### config.mk
export PLATFORM = sky130hd
export DESIGN_NAME = pserst_regs
export DESIGN_NICKNAME = d
export VERILOG_FILES = /design/src/pserst_pkg.sv /design/src/pserst_sync.sv /design/src/pserst_chan_clear.sv /design/src/pserst_regs.sv
export VERILOG_INCLUDE_DIRS = /design/src /design/src/src
export SDC_FILE = /design/constraint.sdc
export NUM_CORES = 1
export LEC_CHECK = 0
export BUFFER_PORTS_ARGS = -buffer_cell sky130_fd_sc_hd__clkbuf_2
export CORE_AREA = 3 3 118 120
export DETAILED_ROUTE_END_ITERATION = 8
export DIE_AREA = 0 0 121 123
export PLACE_DENSITY_LB_ADDON = 0.25
export SYNTH_ARGS = -nofsm -noshare
export SYNTH_HDL_FRONTEND = slang
export SYNTH_SLANG_ARGS = --single-unit
### constraint.sdc
create_clock -name ref_clk -period 3.5 [get_ports ref_clk]
set_clock_uncertainty 0.1 [all_clocks]
set_input_delay 0.7 -clock ref_clk [delete_from_list [all_inputs] [get_ports ref_clk]]
set_output_delay 0.7 -clock ref_clk [all_outputs]
set_load 0.005 [all_outputs]
### src/pserst_map.svh
// Register offsets, field positions, reset values and timing counts for the
// push-button, identification and status register group.
// Assumes only that it is included by its bare name by the design files.
`ifndef PSERST_MAP_SVH
`define PSERST_MAP_SVH

// ============================================================================
// Register offsets.
`define PSERST_OFF_PUSH        8'h1a
`define PSERST_OFF_ID          8'h1b
`define PSERST_OFF_STATUS      8'h1c

// ============================================================================
// Push-button field positions.
`define PSERST_BIT_CLEAR_ALL   7
`define PSERST_BIT_RELEASE     6
`define PSERST_BIT_UNUSED      5
`define PSERST_BIT_RESET_ALL   4
`define PSERST_CHAN_RESET_HI   3
`define PSERST_CHAN_RESET_LO   0

// ============================================================================
// Identification and status layout and reset values.
`define PSERST_ID_MAKER_HI     7
`define PSERST_ID_MAKER_LO     3
`define PSERST_ID_REV_HI       2
`define PSERST_ID_REV_LO       0
// Arbitrary neutral identification values.
`define PSERST_ID_MAKER_RST    5'h13
`define PSERST_ID_REV_RST      3'h2
`define PSERST_AC_RST          4'h0
`define PSERST_CC_RST          2'h0
`define PSERST_READ_ZERO       8'h00

// ============================================================================
// Timing.
`define PSERST_CLK_MHZ         200
`define PSERST_CLR_TIME_MS     5
`define PSERST_CLR_CYCLES      (`PSERST_CLR_TIME_MS * 1000 * `PSERST_CLK_MHZ)
`define PSERST_CNT_W           20

`endif

### src/pserst_pkg.sv
// Types shared by the register group: request, engine and control carriers,
// connection-check codes and the state records of each module.
// Assumes the map header is available on the include path.
`include "pserst_map.svh"

package pserst_pkg;

    // ========================================================================
    // Connection-check result codes.
    typedef enum logic [1:0] {
        CC_UNKNOWN = 2'h0,
        CC_SINGLE  = 2'h1,
        CC_DUAL    = 2'h2,
        CC_RSVD    = 2'h3
    } pserst_cc_type;

    // ========================================================================
    // Register access from the serial front end.
    typedef struct packed {
        logic       wr;
        logic       rd;
        logic [7:0] addr;
        logic [7:0] wdata;
    } pserst_req_type;

    // Status and requests from the detection and classification engine.
    typedef struct packed {
        logic [3:0]    acDone;
        logic [3:0]    acSupport;
        logic [1:0]    ccReq;
        logic [1:0]    ccDone;
        pserst_cc_type ccResA;
        pserst_cc_type ccResB;
        logic [3:0]    detValid;
        logic [3:0]    turnOn;
        logic [1:0]    fourPair;
        logic          irqPending;
    } pserst_eng_type;

    // One-cycle commands towards the rest of the controller.
    typedef struct packed {
        logic       clearAllEvents;
        logic       resetGroup;
        logic [3:0] chanOff;
        logic [3:0] cooldownAbort;
        logic [3:0] policeOnes;
        logic [1:0] ccStart;
        logic [1:0] detEventSet;
        logic [3:0] acMeasStart;
    } pserst_ctl_type;

    // ========================================================================
    // Module state records.
    typedef struct packed {
        pserst_ctl_type ctl;
        logic [7:0]     rdData;
        logic           rdValid;
        logic           intN;
        logic           pinReleased;
        logic [4:0]     makerCode;
        logic [2:0]     revision;
        logic [3:0]     acBits;
        pserst_cc_type  ccA;
        pserst_cc_type  ccB;
        logic [1:0]     pendDet;
        logic [3:0]     clrStart;
    } pserst_state_type;

    typedef struct packed {
        logic [`PSERST_CNT_W-1:0] count;
        logic                     busy;
    } pserst_clr_type;

    typedef struct packed {
        logic [1:0] s1;
        logic [1:0] s2;
        logic [1:0] s3;
        logic [1:0] level;
    } pserst_sync_type;

endpackage : pserst_pkg

### src/pserst_sync.sv
// Three-stage synchroniser for the two supply undervoltage pins.
// Assumes asynchronous pin levels; a change counts once stages two and three
// agree, so a single metastable sample never reaches the level output.
`timescale 1ns/100ps
`default_nettype none

module pserst_sync
    import pserst_pkg::*;
(
    input  wire logic       ref_clk,
    input  wire logic       sys_rst,
    input  wire logic       clkEn,
    input  wire logic [1:0] pinIn,
    output logic      [1:0] level
);

    pserst_sync_type s;
    pserst_sync_type next_s;

    // ========================================================================
    // Stage chain.
    always_comb begin
        next_s    = s;
        next_s.s1 = pinIn;
        next_s.s2 = s.s1;
        next_s.s3 = s.s2;
        for (int i = 0; i < 2; i++) begin
            if (s.s2[i] == s.s3[i]) begin
                next_s.level[i] = s.s3[i];
            end
        end
    end

    always_ff @(posedge ref_clk) begin
        if (sys_rst) begin
            s <= '0;
        end else if (clkEn) begin
            s <= next_s;
        end
    end

    assign level = s.level;

endmodule : pserst_sync

`default_nettype wire

### src/pserst_chan_clear.sv
// Per-channel clear window: after a channel reset the affected registers may
// take this long to settle, so busy stays high for the whole window.
// Assumes start is a one-cycle pulse on the same clock.
`timescale 1ns/100ps
`default_nettype none
`include "pserst_map.svh"

module pserst_chan_clear
    import pserst_pkg::*;
#(
    parameter int CLR_CYCLES = `PSERST_CLR_CYCLES
)
(
    input  wire logic ref_clk,
    input  wire logic sys_rst,
    input  wire logic clkEn,
    input  wire logic start,
    output logic      busy
);

    pserst_clr_type s;
    pserst_clr_type next_s;

    // ========================================================================
    // Window counter; a new start restarts the window.
    always_comb begin
        next_s = s;
        if (start) begin
            next_s.count = `PSERST_CNT_W'(CLR_CYCLES - 1);
            next_s.busy  = 1'b1;
        end else if (s.busy) begin
            if (s.count == '0) begin
                next_s.busy = 1'b0;
            end else begin
                next_s.count = s.count - `PSERST_CNT_W'(1);
            end
        end
    end

    always_ff @(posedge ref_clk) begin
        if (sys_rst) begin
            s <= '0;
        end else if (clkEn) begin
            s <= next_s;
        end
    end

    assign busy = s.busy;

    property p_clear_window;
        @(posedge ref_clk) disable iff (sys_rst)
        (start && clkEn) |=> busy;
    endproperty
    a_clear_window: assert property (p_clear_window)
        else $error("Clear window did not open after channel reset.");

endmodule : pserst_chan_clear

`default_nettype wire

### src/pserst_regs.sv
// Push-button control, identification and connection-check / auto-class
// status registers for one group of four channels.
// Assumes a serial front end delivering decoded command accesses on the same
// clock, and an engine reporting classification and check results.
`timescale 1ns/100ps
`default_nettype none
`include "pserst_map.svh"

module pserst_regs
    import pserst_pkg::*;
#(
    parameter int CLR_CYCLES = `PSERST_CLR_CYCLES
)
(
    input  wire logic           ref_clk,
    input  wire logic           sys_rst,
    input  wire logic           clkEn,
    input  wire pserst_req_type req,
    input  wire pserst_eng_type eng,
    input  wire logic [1:0]     supplyUvPin,
    output logic [7:0]          rdData,
    output logic                rdValid,
    output logic                intN,
    output pserst_ctl_type      ctl,
    output logic [3:0]          chanClearBusy,
    output logic [1:0]          supplyUv
);

    pserst_state_type s;
    pserst_state_type next_s;

    logic             pushWr;
    logic [3:0]       chanReset;
    logic [1:0]       portReset;
    logic [1:0]       ccAccept;
    logic             nextPending;

    // ========================================================================
    // Access decode.
    assign pushWr = req.wr && (req.addr == `PSERST_OFF_PUSH);

    // The two channels of a four-pair port share one turn-off, so a request
    // on either one is widened here before any clearing happens.
    always_comb begin
        chanReset = 4'h0;
        if (pushWr) begin
            chanReset = req.wdata[`PSERST_CHAN_RESET_HI:`PSERST_CHAN_RESET_LO];
        end
        if (eng.fourPair[0] && (chanReset[1:0] != 2'h0)) begin
            chanReset[1:0] = 2'h3;
        end
        if (eng.fourPair[1] && (chanReset[3:2] != 2'h0)) begin
            chanReset[3:2] = 2'h3;
        end
        portReset[0] = chanReset[0] || chanReset[1];
        portReset[1] = chanReset[2] || chanReset[3];
    end

    // A result arriving for a port that is not four-pair is dropped.
    assign ccAccept = eng.ccDone & eng.fourPair;

    // ========================================================================
    // Next state.
    always_comb begin
        next_s         = s;
        next_s.rdValid = 1'b0;
        next_s.ctl     = '0;
        nextPending    = s.pinReleased;

        // Read path.
        if (req.rd) begin
            next_s.rdValid = 1'b1;
            unique case (req.addr)
                `PSERST_OFF_ID: begin
                    next_s.rdData = {s.makerCode, s.revision};
                end
                `PSERST_OFF_STATUS: begin
                    next_s.rdData = {s.acBits, s.ccB, s.ccA};
                end
                default: begin
                    next_s.rdData = `PSERST_READ_ZERO;
                end
            endcase
        end

        // Identification is writable and returns to its defaults on reset-all.
        if (req.wr && (req.addr == `PSERST_OFF_ID)) begin
            next_s.makerCode =
                req.wdata[`PSERST_ID_MAKER_HI:`PSERST_ID_MAKER_LO];
            next_s.revision  =
                req.wdata[`PSERST_ID_REV_HI:`PSERST_ID_REV_LO];
        end

        // Push-button actions; bit 5 has no decode and so no effect.
        if (pushWr && req.wdata[`PSERST_BIT_CLEAR_ALL]) begin
            next_s.ctl.clearAllEvents = 1'b1;
            nextPending               = 1'b1;
        end
        if (pushWr && req.wdata[`PSERST_BIT_RELEASE]) begin
            nextPending = 1'b1;
        end
        if (pushWr && req.wdata[`PSERST_BIT_RESET_ALL]) begin
            // Only this group's state is restored; supply levels are
            // tracked separately and never reset here.
            next_s.ctl.resetGroup = 1'b1;
            next_s.makerCode      = `PSERST_ID_MAKER_RST;
            next_s.revision       = `PSERST_ID_REV_RST;
            next_s.acBits         = `PSERST_AC_RST;
            next_s.ccA            = CC_UNKNOWN;
            next_s.ccB            = CC_UNKNOWN;
            next_s.pendDet        = 2'h0;
        end

        // Channel turn-off and its side effects.
        next_s.ctl.chanOff       = chanReset;
        next_s.ctl.cooldownAbort = chanReset;
        next_s.ctl.policeOnes    = chanReset;
        next_s.clrStart          = chanReset;
        next_s.acBits            = next_s.acBits & ~chanReset;
        if (portReset[0]) begin
            next_s.ccA = CC_UNKNOWN;
        end
        if (portReset[1]) begin
            next_s.ccB = CC_UNKNOWN;
        end

        // Engine results are applied after the clears so that a result
        // landing in the same cycle as a clear is kept.
        if (ccAccept[0]) begin
            next_s.ccA = eng.ccResA;
        end
        if (ccAccept[1]) begin
            next_s.ccB = eng.ccResB;
        end
        for (int i = 0; i < 4; i++) begin
            if (eng.acDone[i]) begin
                next_s.acBits[i] = eng.acSupport[i];
            end
        end
        // A single-signature four-pair load is classified on one channel,
        // so its result is mirrored onto the partner channel.
        for (int p = 0; p < 2; p++) begin
            if (eng.fourPair[p] && (next_s.ccA == CC_SINGLE || p == 1)
                && ((p == 0) || next_s.ccB == CC_SINGLE)
                && (eng.acDone[2*p] || eng.acDone[2*p+1])) begin
                next_s.acBits[2*p]   = eng.acDone[2*p] ?
                    eng.acSupport[2*p] : eng.acSupport[2*p+1];
                next_s.acBits[2*p+1] = next_s.acBits[2*p];
            end
        end

        // Detection events follow one cycle after the check field is written.
        next_s.pendDet         = ccAccept;
        next_s.ctl.detEventSet = s.pendDet;

        // Checks start only on four-pair ports with a valid detection.
        next_s.ctl.ccStart[0] = eng.ccReq[0] && eng.fourPair[0]
            && (eng.detValid[1:0] != 2'h0);
        next_s.ctl.ccStart[1] = eng.ccReq[1] && eng.fourPair[1]
            && (eng.detValid[3:2] != 2'h0);

        // Measurement request per channel; results land in per-channel
        // registers owned by the measurement block.
        next_s.ctl.acMeasStart = eng.turnOn & s.acBits;

        // Interrupt pin. The release holds until nothing is pending.
        if (s.pinReleased && !eng.irqPending) begin
            nextPending = 1'b0;
        end
        if (pushWr && (req.wdata[`PSERST_BIT_CLEAR_ALL]
                       || req.wdata[`PSERST_BIT_RELEASE])) begin
            nextPending = 1'b1;
        end
        next_s.pinReleased = nextPending;
        next_s.intN        = !(eng.irqPending && !nextPending);
    end

    // ========================================================================
    // State register.
    always_ff @(posedge ref_clk) begin
        if (sys_rst) begin
            s           <= '0;
            s.intN      <= 1'b1;
            s.makerCode <= `PSERST_ID_MAKER_RST;
            s.revision  <= `PSERST_ID_REV_RST;
        end else if (clkEn) begin
            s <= next_s;
        end
    end

    assign rdData  = s.rdData;
    assign rdValid = s.rdValid;
    assign intN    = s.intN;
    assign ctl     = s.ctl;

    // ========================================================================
    // Per-channel clear windows and supply tracking.
    for (genvar i = 0; i < 4; i++) begin : g_clear
        pserst_chan_clear #(
            .CLR_CYCLES (CLR_CYCLES)
        ) u_clear (
            .ref_clk (ref_clk),
            .sys_rst (sys_rst),
            .clkEn   (clkEn),
            .start   (s.clrStart[i]),
            .busy    (chanClearBusy[i])
        );
    end

    pserst_sync u_supply (
        .ref_clk (ref_clk),
        .sys_rst (sys_rst),
        .clkEn   (clkEn),
        .pinIn   (supplyUvPin),
        .level   (supplyUv)
    );

    // ========================================================================
    // Checks.
    property p_push_reads_zero;
        @(posedge ref_clk) disable iff (sys_rst)
        (clkEn && req.rd && req.addr == `PSERST_OFF_PUSH)
            |=> (rdValid && rdData == 8'h00);
    endproperty
    a_push_reads_zero: assert property (p_push_reads_zero)
        else $error("Push-button read did not return zero.");

    property p_clear_all_releases;
        @(posedge ref_clk) disable iff (sys_rst)
        (clkEn && pushWr && req.wdata[7])
            |=> (intN && ctl.clearAllEvents);
    endproperty
    a_clear_all_releases: assert property (p_clear_all_releases)
        else $error("Clear-all did not release pin and clear events.");

    property p_release_pin;
        @(posedge ref_clk) disable iff (sys_rst)
        (clkEn && pushWr && req.wdata[6] && !req.wdata[7])
            |=> (intN && !ctl.clearAllEvents);
    endproperty
    a_release_pin: assert property (p_release_pin)
        else $error("Pin release failed or cleared events.");

    property p_released_stays_high;
        @(posedge ref_clk) disable iff (sys_rst)
        s.pinReleased |-> intN;
    endproperty
    a_released_stays_high: assert property (p_released_stays_high)
        else $error("Interrupt pin asserted while released.");

    property p_reset_all_id;
        @(posedge ref_clk) disable iff (sys_rst)
        (clkEn && pushWr && req.wdata[4])
            |=> (s.makerCode == `PSERST_ID_MAKER_RST && ctl.resetGroup);
    endproperty
    a_reset_all_id: assert property (p_reset_all_id)
        else $error("Reset-all did not restore identification.");

    property p_chan_off;
        @(posedge ref_clk) disable iff (sys_rst)
        (clkEn && pushWr && req.wdata[2] && eng.acDone[3:2] == 2'h0)
            |=> (ctl.chanOff[2] && ctl.cooldownAbort[2] && !s.acBits[2]);
    endproperty
    a_chan_off: assert property (p_chan_off)
        else $error("Channel reset did not turn channel off.");

    property p_four_pair_both;
        @(posedge ref_clk) disable iff (sys_rst)
        (clkEn && pushWr && req.wdata[1] && eng.fourPair[0])
            |=> (ctl.chanOff[0] && ctl.chanOff[1]);
    endproperty
    a_four_pair_both: assert property (p_four_pair_both)
        else $error("Four-pair reset did not reset both channels.");

    property p_check_gate;
        @(posedge ref_clk) disable iff (sys_rst)
        (ctl.ccStart[0] && $past(clkEn)) |-> $past(eng.fourPair[0]);
    endproperty
    a_check_gate: assert property (p_check_gate)
        else $error("Connection check started on two-pair port.");

    property p_check_before_event;
        @(posedge ref_clk) disable iff (sys_rst)
        (clkEn && ccAccept[1] && !(pushWr && req.wdata[4])) ##1 clkEn
            |=> (ctl.detEventSet[1] && $past(s.ccB) == $past(eng.ccResB, 2));
    endproperty
    a_check_before_event: assert property (p_check_before_event)
        else $error("Detection event not after check result update.");

endmodule : pserst_regs

`default_nettype wire

==> results.md, run 1 <==
* Area grow syn2layout at 11.4%
* Dpl cells at ~1.2k
* Top Family by Delay on Critical Path: compound AO/OA/AOI/OAI gates
* Synth Register Bits at 135
* Max Cap Violations at 0
* Ys Warns at 0
* Remaining Overflow, GRT at 0
* First-pass GRT wire length at approximately 34 mm
* Status: finished, final reports clean
* Final HPWL DP at 14.0 mm
* Relative slew slack at 27.3%
* Crit path depth at 8
* CORE AREA at 13100 um^2
* Largest cells by area after synthesis: dfxtp_1, a21oi_1, nor2_1
* R2R setup slack at around 0.74 ns
* Worst path max stage delay at a little over 0.8 ns
* Starting Density at 57.6%
* DIE AREA at approximately 15000 um^2
* Switch Pwr at 0.840 mW
* Worst R2R Start: g_clear[3].u_clear.s[1]$_SDFFE_PP0P_
* Chip height at 123 um
* Number of synthesized flops with an enable pin at 0
* Sw Ratio at about a quarter
* Initial detailed-routing violation count at between 900 and 1k
* WP buf/inv at 2
* WHS Path Cells at 2
* Clock Pin Slew Worst Setup and Hold Paths at 0.06 ns
* Post-route setup slack at approximately 0.74 ns
* Synth cell count leaders: dfxtp_1, nor2_1, a21oi_1
* Hold WC Path Type: register to register
* Final ANT Viol Nets at 0
* Vias at 7594
* I/O Buffers at 87
* Number of cells on the worst reg-to-reg path at 8
* H-tree depth at 4
* Worst endpoint required time at 3.75 ns
* Tightest Pin Transition at 1.08 ns
* Power Dens Cells at 418 nW/um^2
* Post-Route Setup TNS at 0 ns
* RSZ-0062 raised after global routing: false
* Layout cell share with drive strength beyond 1 at 15.2%
* CP endpoint: g_clear[3].u_clear.s[17]$_SDFFE_PP0P_
* Drt first pass iters at 5
* Pre-CTS WS at a little under 0.8 ns
* Root Driver: clkbuf_16
* Critical path arrival at 3.01 ns
* Ys async rst share at 0%
* Clock Sinks at 135
* CP startpoint: g_clear[3].u_clear.s[1]$_SDFFE_PP0P_
* Mapped Cells at 974
* Core Rows at 42
* Critical path cell sequence: inv_1 -> ha_1 -> nor4b_2 -> buf_4 -> nand4_1 -> o31ai_4 -> o21ai_0 -> a21oi_1
* Total power at around 3.5 mW
* Clk network pwr share at ~50%
* Leakage at 3.35 nW
* Routed WL at 20.3 mm
* Int Pwr at 2.67 mW
* GR Util All Layers at between 20% and 30%
* Clock Latency Late Sink at 0.42 ns
* Post-CTS Resized at 0
* Distinct cell type count after synthesis at 74
* Crit Path Category: register to register
* Synthesized cell area at 7540 um^2
* Postcts setup bufs at 0
* Die Wd at approximately 120 um
* CTS Buf Count at 17
* VDD IR max at 0.000352 V
* Cell taking the most area after synthesis: dfxtp_1
* Final #Nets at about 1.1k
* Initial antenna violation count at 0
* Worst path slowest cell: o31ai_4
* DRC viols at 0
* Max Root-Sink Buffers at 2
* Fin. Hold Viols at 0
* Pin count of the biggest net entering global routing at 64
* Vias in the first global route at 7028
* Net Count, Synth at 1028
* Comb pwr share at 5.1%
* Sequential share of power at between 40 and 50%
* Final Wtd Congestion at 0.893
* Mean post-synth cell area at 7.74 um^2
* Fin crit period at roughly 2.8 ns
* Maximum clock frequency at 363 MHz
* CP Launch Type: register
* Most common cell in the netlist: dfxtp_1
* CTS tree: done
* Slew Limit Fails at 0
* CTS Hold Buffers Added at 0
* Yosys top cell area share at 35.8%
* CP max FO at 23
* Fin crit share at 78.8%
* Non-Filler Instances at 1192
* # setup viols final at 0
* Seq/Total Area, Yosys at 35.8%
* Ports at 88
* Top_reg_cell synth: dfxtp_1
* Reg-to-Reg End: g_clear[3].u_clear.s[17]$_SDFFE_PP0P_
* Vias per std cell at between 6 and 7
* Wire per inst at between 15 and 20 um
* Crit. End Element: register
* Antenna cells at 0
==> routing by layer <==
layer	part of all wire, %	up-vias	track usage, %	wire length (um)
met5	0	-	0	0
met4	2.1	0	10.6	418
met3	8.8	51	6.59	1780
met2	44	376	41.9	8930
met1	45	3497	39.5	9180
li1	-	3670	-	-
==> how the worst min path moves through the flow <==
stage / start / endpoint / slack, ns
2_1_floorplan: ctl[0]$_SDFFE_PP0P_ / ctl[0]$_SDFFE_PP0P_ / 0.34
3_3_place_gp: ctl[1]$_SDFFE_PP0P_ / ctl[1]$_SDFFE_PP0P_ / 0.35
3_5_place_dp: ctl[3]$_SDFFE_PP0P_ / ctl[3]$_SDFFE_PP0P_ / 0.36
4_1_cts: ctl[1]$_SDFFE_PP0P_ / ctl[1]$_SDFFE_PP0P_ / 0.37
5_1_grt: ctl[7]$_SDFFE_PP0P_ / ctl[7]$_SDFFE_PP0P_ / 0.39
6_report: ctl[1]$_SDFFE_PP0P_ / ctl[1]$_SDFFE_PP0P_ / 0.36
==> sequential cells by signal, indices dropped and copies added, names as in the netlist <==
signal                count
intN                      1
u_supply.level            2
rdValid                   1
rdData                    8
g_clear.u_clear.busy      4
u_supply.s                2
u_supply.next_s           4
ctl                      10
next_s                    2
g_clear.u_clear.s        80
s                        21
==> layout by cell type, fill, tap and decap left out, drive strengths merged, types with 12 or more instances in the layout <==
cell    synthesis  layout
dfxtp         135     135
nor2          111     111
clkbuf         45     104
a21oi          86      86
nand2          83      83
o21ai          62      62
nor3           46      46
inv            28      30
nand3          27      27
a211oi         24      24
nor4           24      24
or4            19      19
or3            16      16
nand4          15      15
buf            46      15
a31oi          14      14
mux2i          14      14
o31ai          12      12
==> area by class of cell <==
type / instances / area [um^2]
fill: 1133 / 4680
clock inverter: 14 / 153
multi-input combinational: 717 / 4220
sequential: 135 / 2700
tap: 176 / 220
inverter: 31 / 116
clock buffer: 18 / 429
timing repair buffer: 101 / 556
==> tightest hold or removal path, delay by kind of cell, from the launching register on <==
kind	cells	cell delay, ns
AND/OR/NAND/NOR	1	0.06
flip-flops	1	0.30
AO/OA/AOI/OAI	1	0.05
==> cell families (layout without fill, tap and decap cells) <==
logic type,Yosys count,in the layout,share of synthesized area (%)
AND/OR/NAND/NOR,400,400,27.1
AO/OA/AOI/OAI,299,299,26.4
flip-flops,135,135,35.8
buffers and inverters,122,164,8.13
multiplexers,14,14,1.86
adder cells (fa/ha/maj),4,4,0.664
==> power groups by stage <==
stage	Combinational (mW)	Sequential [mW]	Clock (mW)
after floorplan	0.110	1.60	0
after global placement	0.176	1.60	0
after detailed placement	0.178	1.60	0
after CTS	0.180	1.57	1.78
after global routing	0.202	1.57	1.86
final	0.181	1.57	1.76
==> metrics by stage <==
step	hold WS, ns	utilization (%)	area, um^2
floorplan	0.341	-	7540
global placement	0.355	59.8	7820
detailed placement	0.359	59.8	7820
CTS	0.369	64.2	8400
global route	0.386	64.2	8400
finish	0.362	64.2	8400
Note: power is estimated with default switching activity, not from simulation.
==> run 2: changes to the inputs <==
--- a/config.mk
+++ b/config.mk
@@ -7,9 +7,9 @@
 export NUM_CORES = 1
 export LEC_CHECK = 0
 export BUFFER_PORTS_ARGS = -buffer_cell sky130_fd_sc_hd__clkbuf_2
-export CORE_AREA = 3 3 118 120
+export CORE_AREA = 3 3 124 126
 export DETAILED_ROUTE_END_ITERATION = 8
-export DIE_AREA = 0 0 121 123
+export DIE_AREA = 0 0 127 129
 export PLACE_DENSITY_LB_ADDON = 0.25
 export SYNTH_ARGS = -nofsm -noshare
 export SYNTH_HDL_FRONTEND = slang
==> constraint.sdc (replaced) <==
create_clock -name ref_clk -period 2.4 [get_ports ref_clk]
set_clock_uncertainty 0.1 [all_clocks]
set_input_delay 0.48 -clock ref_clk [delete_from_list [all_inputs] [get_ports ref_clk]]
set_output_delay 0.48 -clock ref_clk [all_outputs]
set_load 0.005 [all_outputs]
==> results.md, run 2 (synthesis results as in run 1) <==
* Status: finished, final reports clean
* Max Cap Violations at 0
* Sw Ratio at 23.4%
* CP Launch Type: register
* CTS Buf Count at 17
* CP max FO at 5
* Number of flip-flops in the largest register at 80
* Final #Nets at 1124
* Power Dens Cells at 581 nW/um^2
* DIE AREA at 16400 um^2
* Initial detailed-routing violation count at ~740
* Fin crit share at 97.1%
* Met2 wire length at around 9.4 mm
* # setup viols final at 0
* Chip height at 129 um
* Initial antenna violation count at 0
* Starting Density at roughly 52%
* RSZ-0062 raised after global routing: false
* Final Wtd Congestion at 0.920
* Critical path arrival at 2.57 ns
* First-pass GRT wire length at 35.4 mm
* Drt first pass iters at 5
* Pin count of the biggest net entering global routing at 53
* Root Driver: clkbuf_16
* DP Area at ~8300 um^2
* Clock Sinks at 135
* Area grow syn2layout at 19.4%
* Routed WL at between 20 and 25 mm
* Final HPWL DP at around 15 mm
* Antenna cells at 0
* Comb pwr share at 5.3%
* Sequential share of power at 43.8%
* Maximum clock frequency at 429 MHz
* Most common cell after layout, fill and taps aside: dfxtp_1
* Slew Limit Fails at 0
* DR WL met3 at around 1.7 mm
* Clock Latency Late Sink at roughly 0.42 ns
* Final ANT Viol Nets at 0
* Tightest Pin Transition at 0.682 ns
* Wire per inst at 17.0 um
* Postcts setup bufs at 0
* Vias in the first global route at 7039
* Leakage at 3.71 nW
* Die Wd at between 100 and 150 um
* VDD IR max at 0.000472 V
* Int Pwr at 4.01 mW
* Top reg by flops: g_clear.u_clear.s
* Top sig layer: met4
* Fin crit period at 2.33 ns
* CORE AREA at ~14000 um^2
* Met1 Wirelength at 10.1 mm
* Fin. Hold Viols at 0
* Core Rows at 44
* Remaining Overflow, GRT at 0
* DRC viols at 0
* Relative slew slack at 53.4%
* CTS tree: done
* Vias at 7810
* Vias per std cell at 6.17
* Post-route cell area at between 9000 and 10000 um^2
* Ports at 88
* Worst endpoint required time at 2.64 ns
* Crit. End Element: register
* Total power at 5.23 mW
* Layout cell share with drive strength beyond 1 at 21.0%
* Clock Pin Slew Worst Setup and Hold Paths at ~0.06 ns
* H-tree depth at 4
* Switch Pwr at 1.22 mW
* Clk network pwr share at 50.9%
* Hold WC Path Type: input port to register
* GR Util All Layers at around a quarter
* I/O Buffers at 87
* Post-Route Setup TNS at 0 ns
* Max Root-Sink Buffers at 2
* Most frequent cells in the layout: dfxtp_1, nor2_1, a21oi_1, clkbuf_2, nand2_1
* Crit Path Category: register to register
run 2: changes by cell type in the layout (fill, tap and decap cells not counted), sizes merged:
cell / delta
inv: +1
bufinv: +1
clkinv: -1
clkinvlp: -1
clkbuf: -1
buf: +67
run 2: routing by layer:
metal / track usage, % / up-vias
li1: - / 3796
met1: 37.2 / 3653
met2: 39.9 / 342
met3: 6.64 / 19
met4: 6.75 / 0
met5: 0 / -
run 2: what timing repair did:
item,CTS,global route
gates resized for setup,0,11
endpoints found under the setup margin,0,30
hold buffers,0,0
run 2: final cells by class:
| type | instances | area [um^2] |
|---|---|---|
| Clock buffer | 17 | 425 |
| Clock inverter | 14 | 175 |
| Fill cell | 1302 | 5420 |
| Inverter | 31 | 116 |
| Multi-Input combinational cell | 717 | 4280 |
| Sequential cell | 135 | 2700 |
| Tap cell | 184 | 230 |
| Timing Repair Buffer | 168 | 1070 |
run 2: critical path: stages, from the launching register on:
cell and delay (ns):
dfxtp_1 0.35, or4_1 0.51, or4_4 0.59, buf_4 0.18, o21ai_4 0.16, buf_4 0.13
o21ai_0 0.08, a21oi_1 0.15
run 2: path summary, 6_finish.rpt:
check | startpoint | end | slack (ns) | cells after the start
worst min register to register | ctl[6]$_SDFFE_PP0P_ | ctl[6]$_SDFFE_PP0P_ | 0.36 | 2
worst min-delay path | req[5] | s[19]$_SDFFE_PP0P_ | 0.17 | 2
worst max register to register | g_clear[0].u_clear.s[10]$_SDFFE_PP0P_ | g_clear[0].u_clear.s[19]$_SDFFE_PP0P_ | 0.07 | 7
worst max-delay path | g_clear[0].u_clear.s[10]$_SDFFE_PP0P_ | g_clear[0].u_clear.s[19]$_SDFFE_PP0P_ | 0.07 | 7
run 2: per-stage QoR:
step                instances  util [%]  setup WS, ns  hold slack (ns)
floorplan                 974         -       0.00333            0.341
global placement         1235      57.9        0.0595            0.351
detailed placement       1235      57.9        0.0244            0.355
CTS                      1266      62.0        0.0151            0.156
global route             1266      62.4       0.00258            0.171
finish                   1266      62.4        0.0702            0.169
run 2: power groups by stage:
stage	Sequential (mW)	Clock [mW]	Combinational, mW
after detailed placement	2.34	0	0.273
after global routing	2.29	2.81	0.306
final	2.29	2.67	0.277
after global placement	2.34	0	0.271
after floorplan	2.33	0	0.160
after CTS	2.29	2.70	0.275
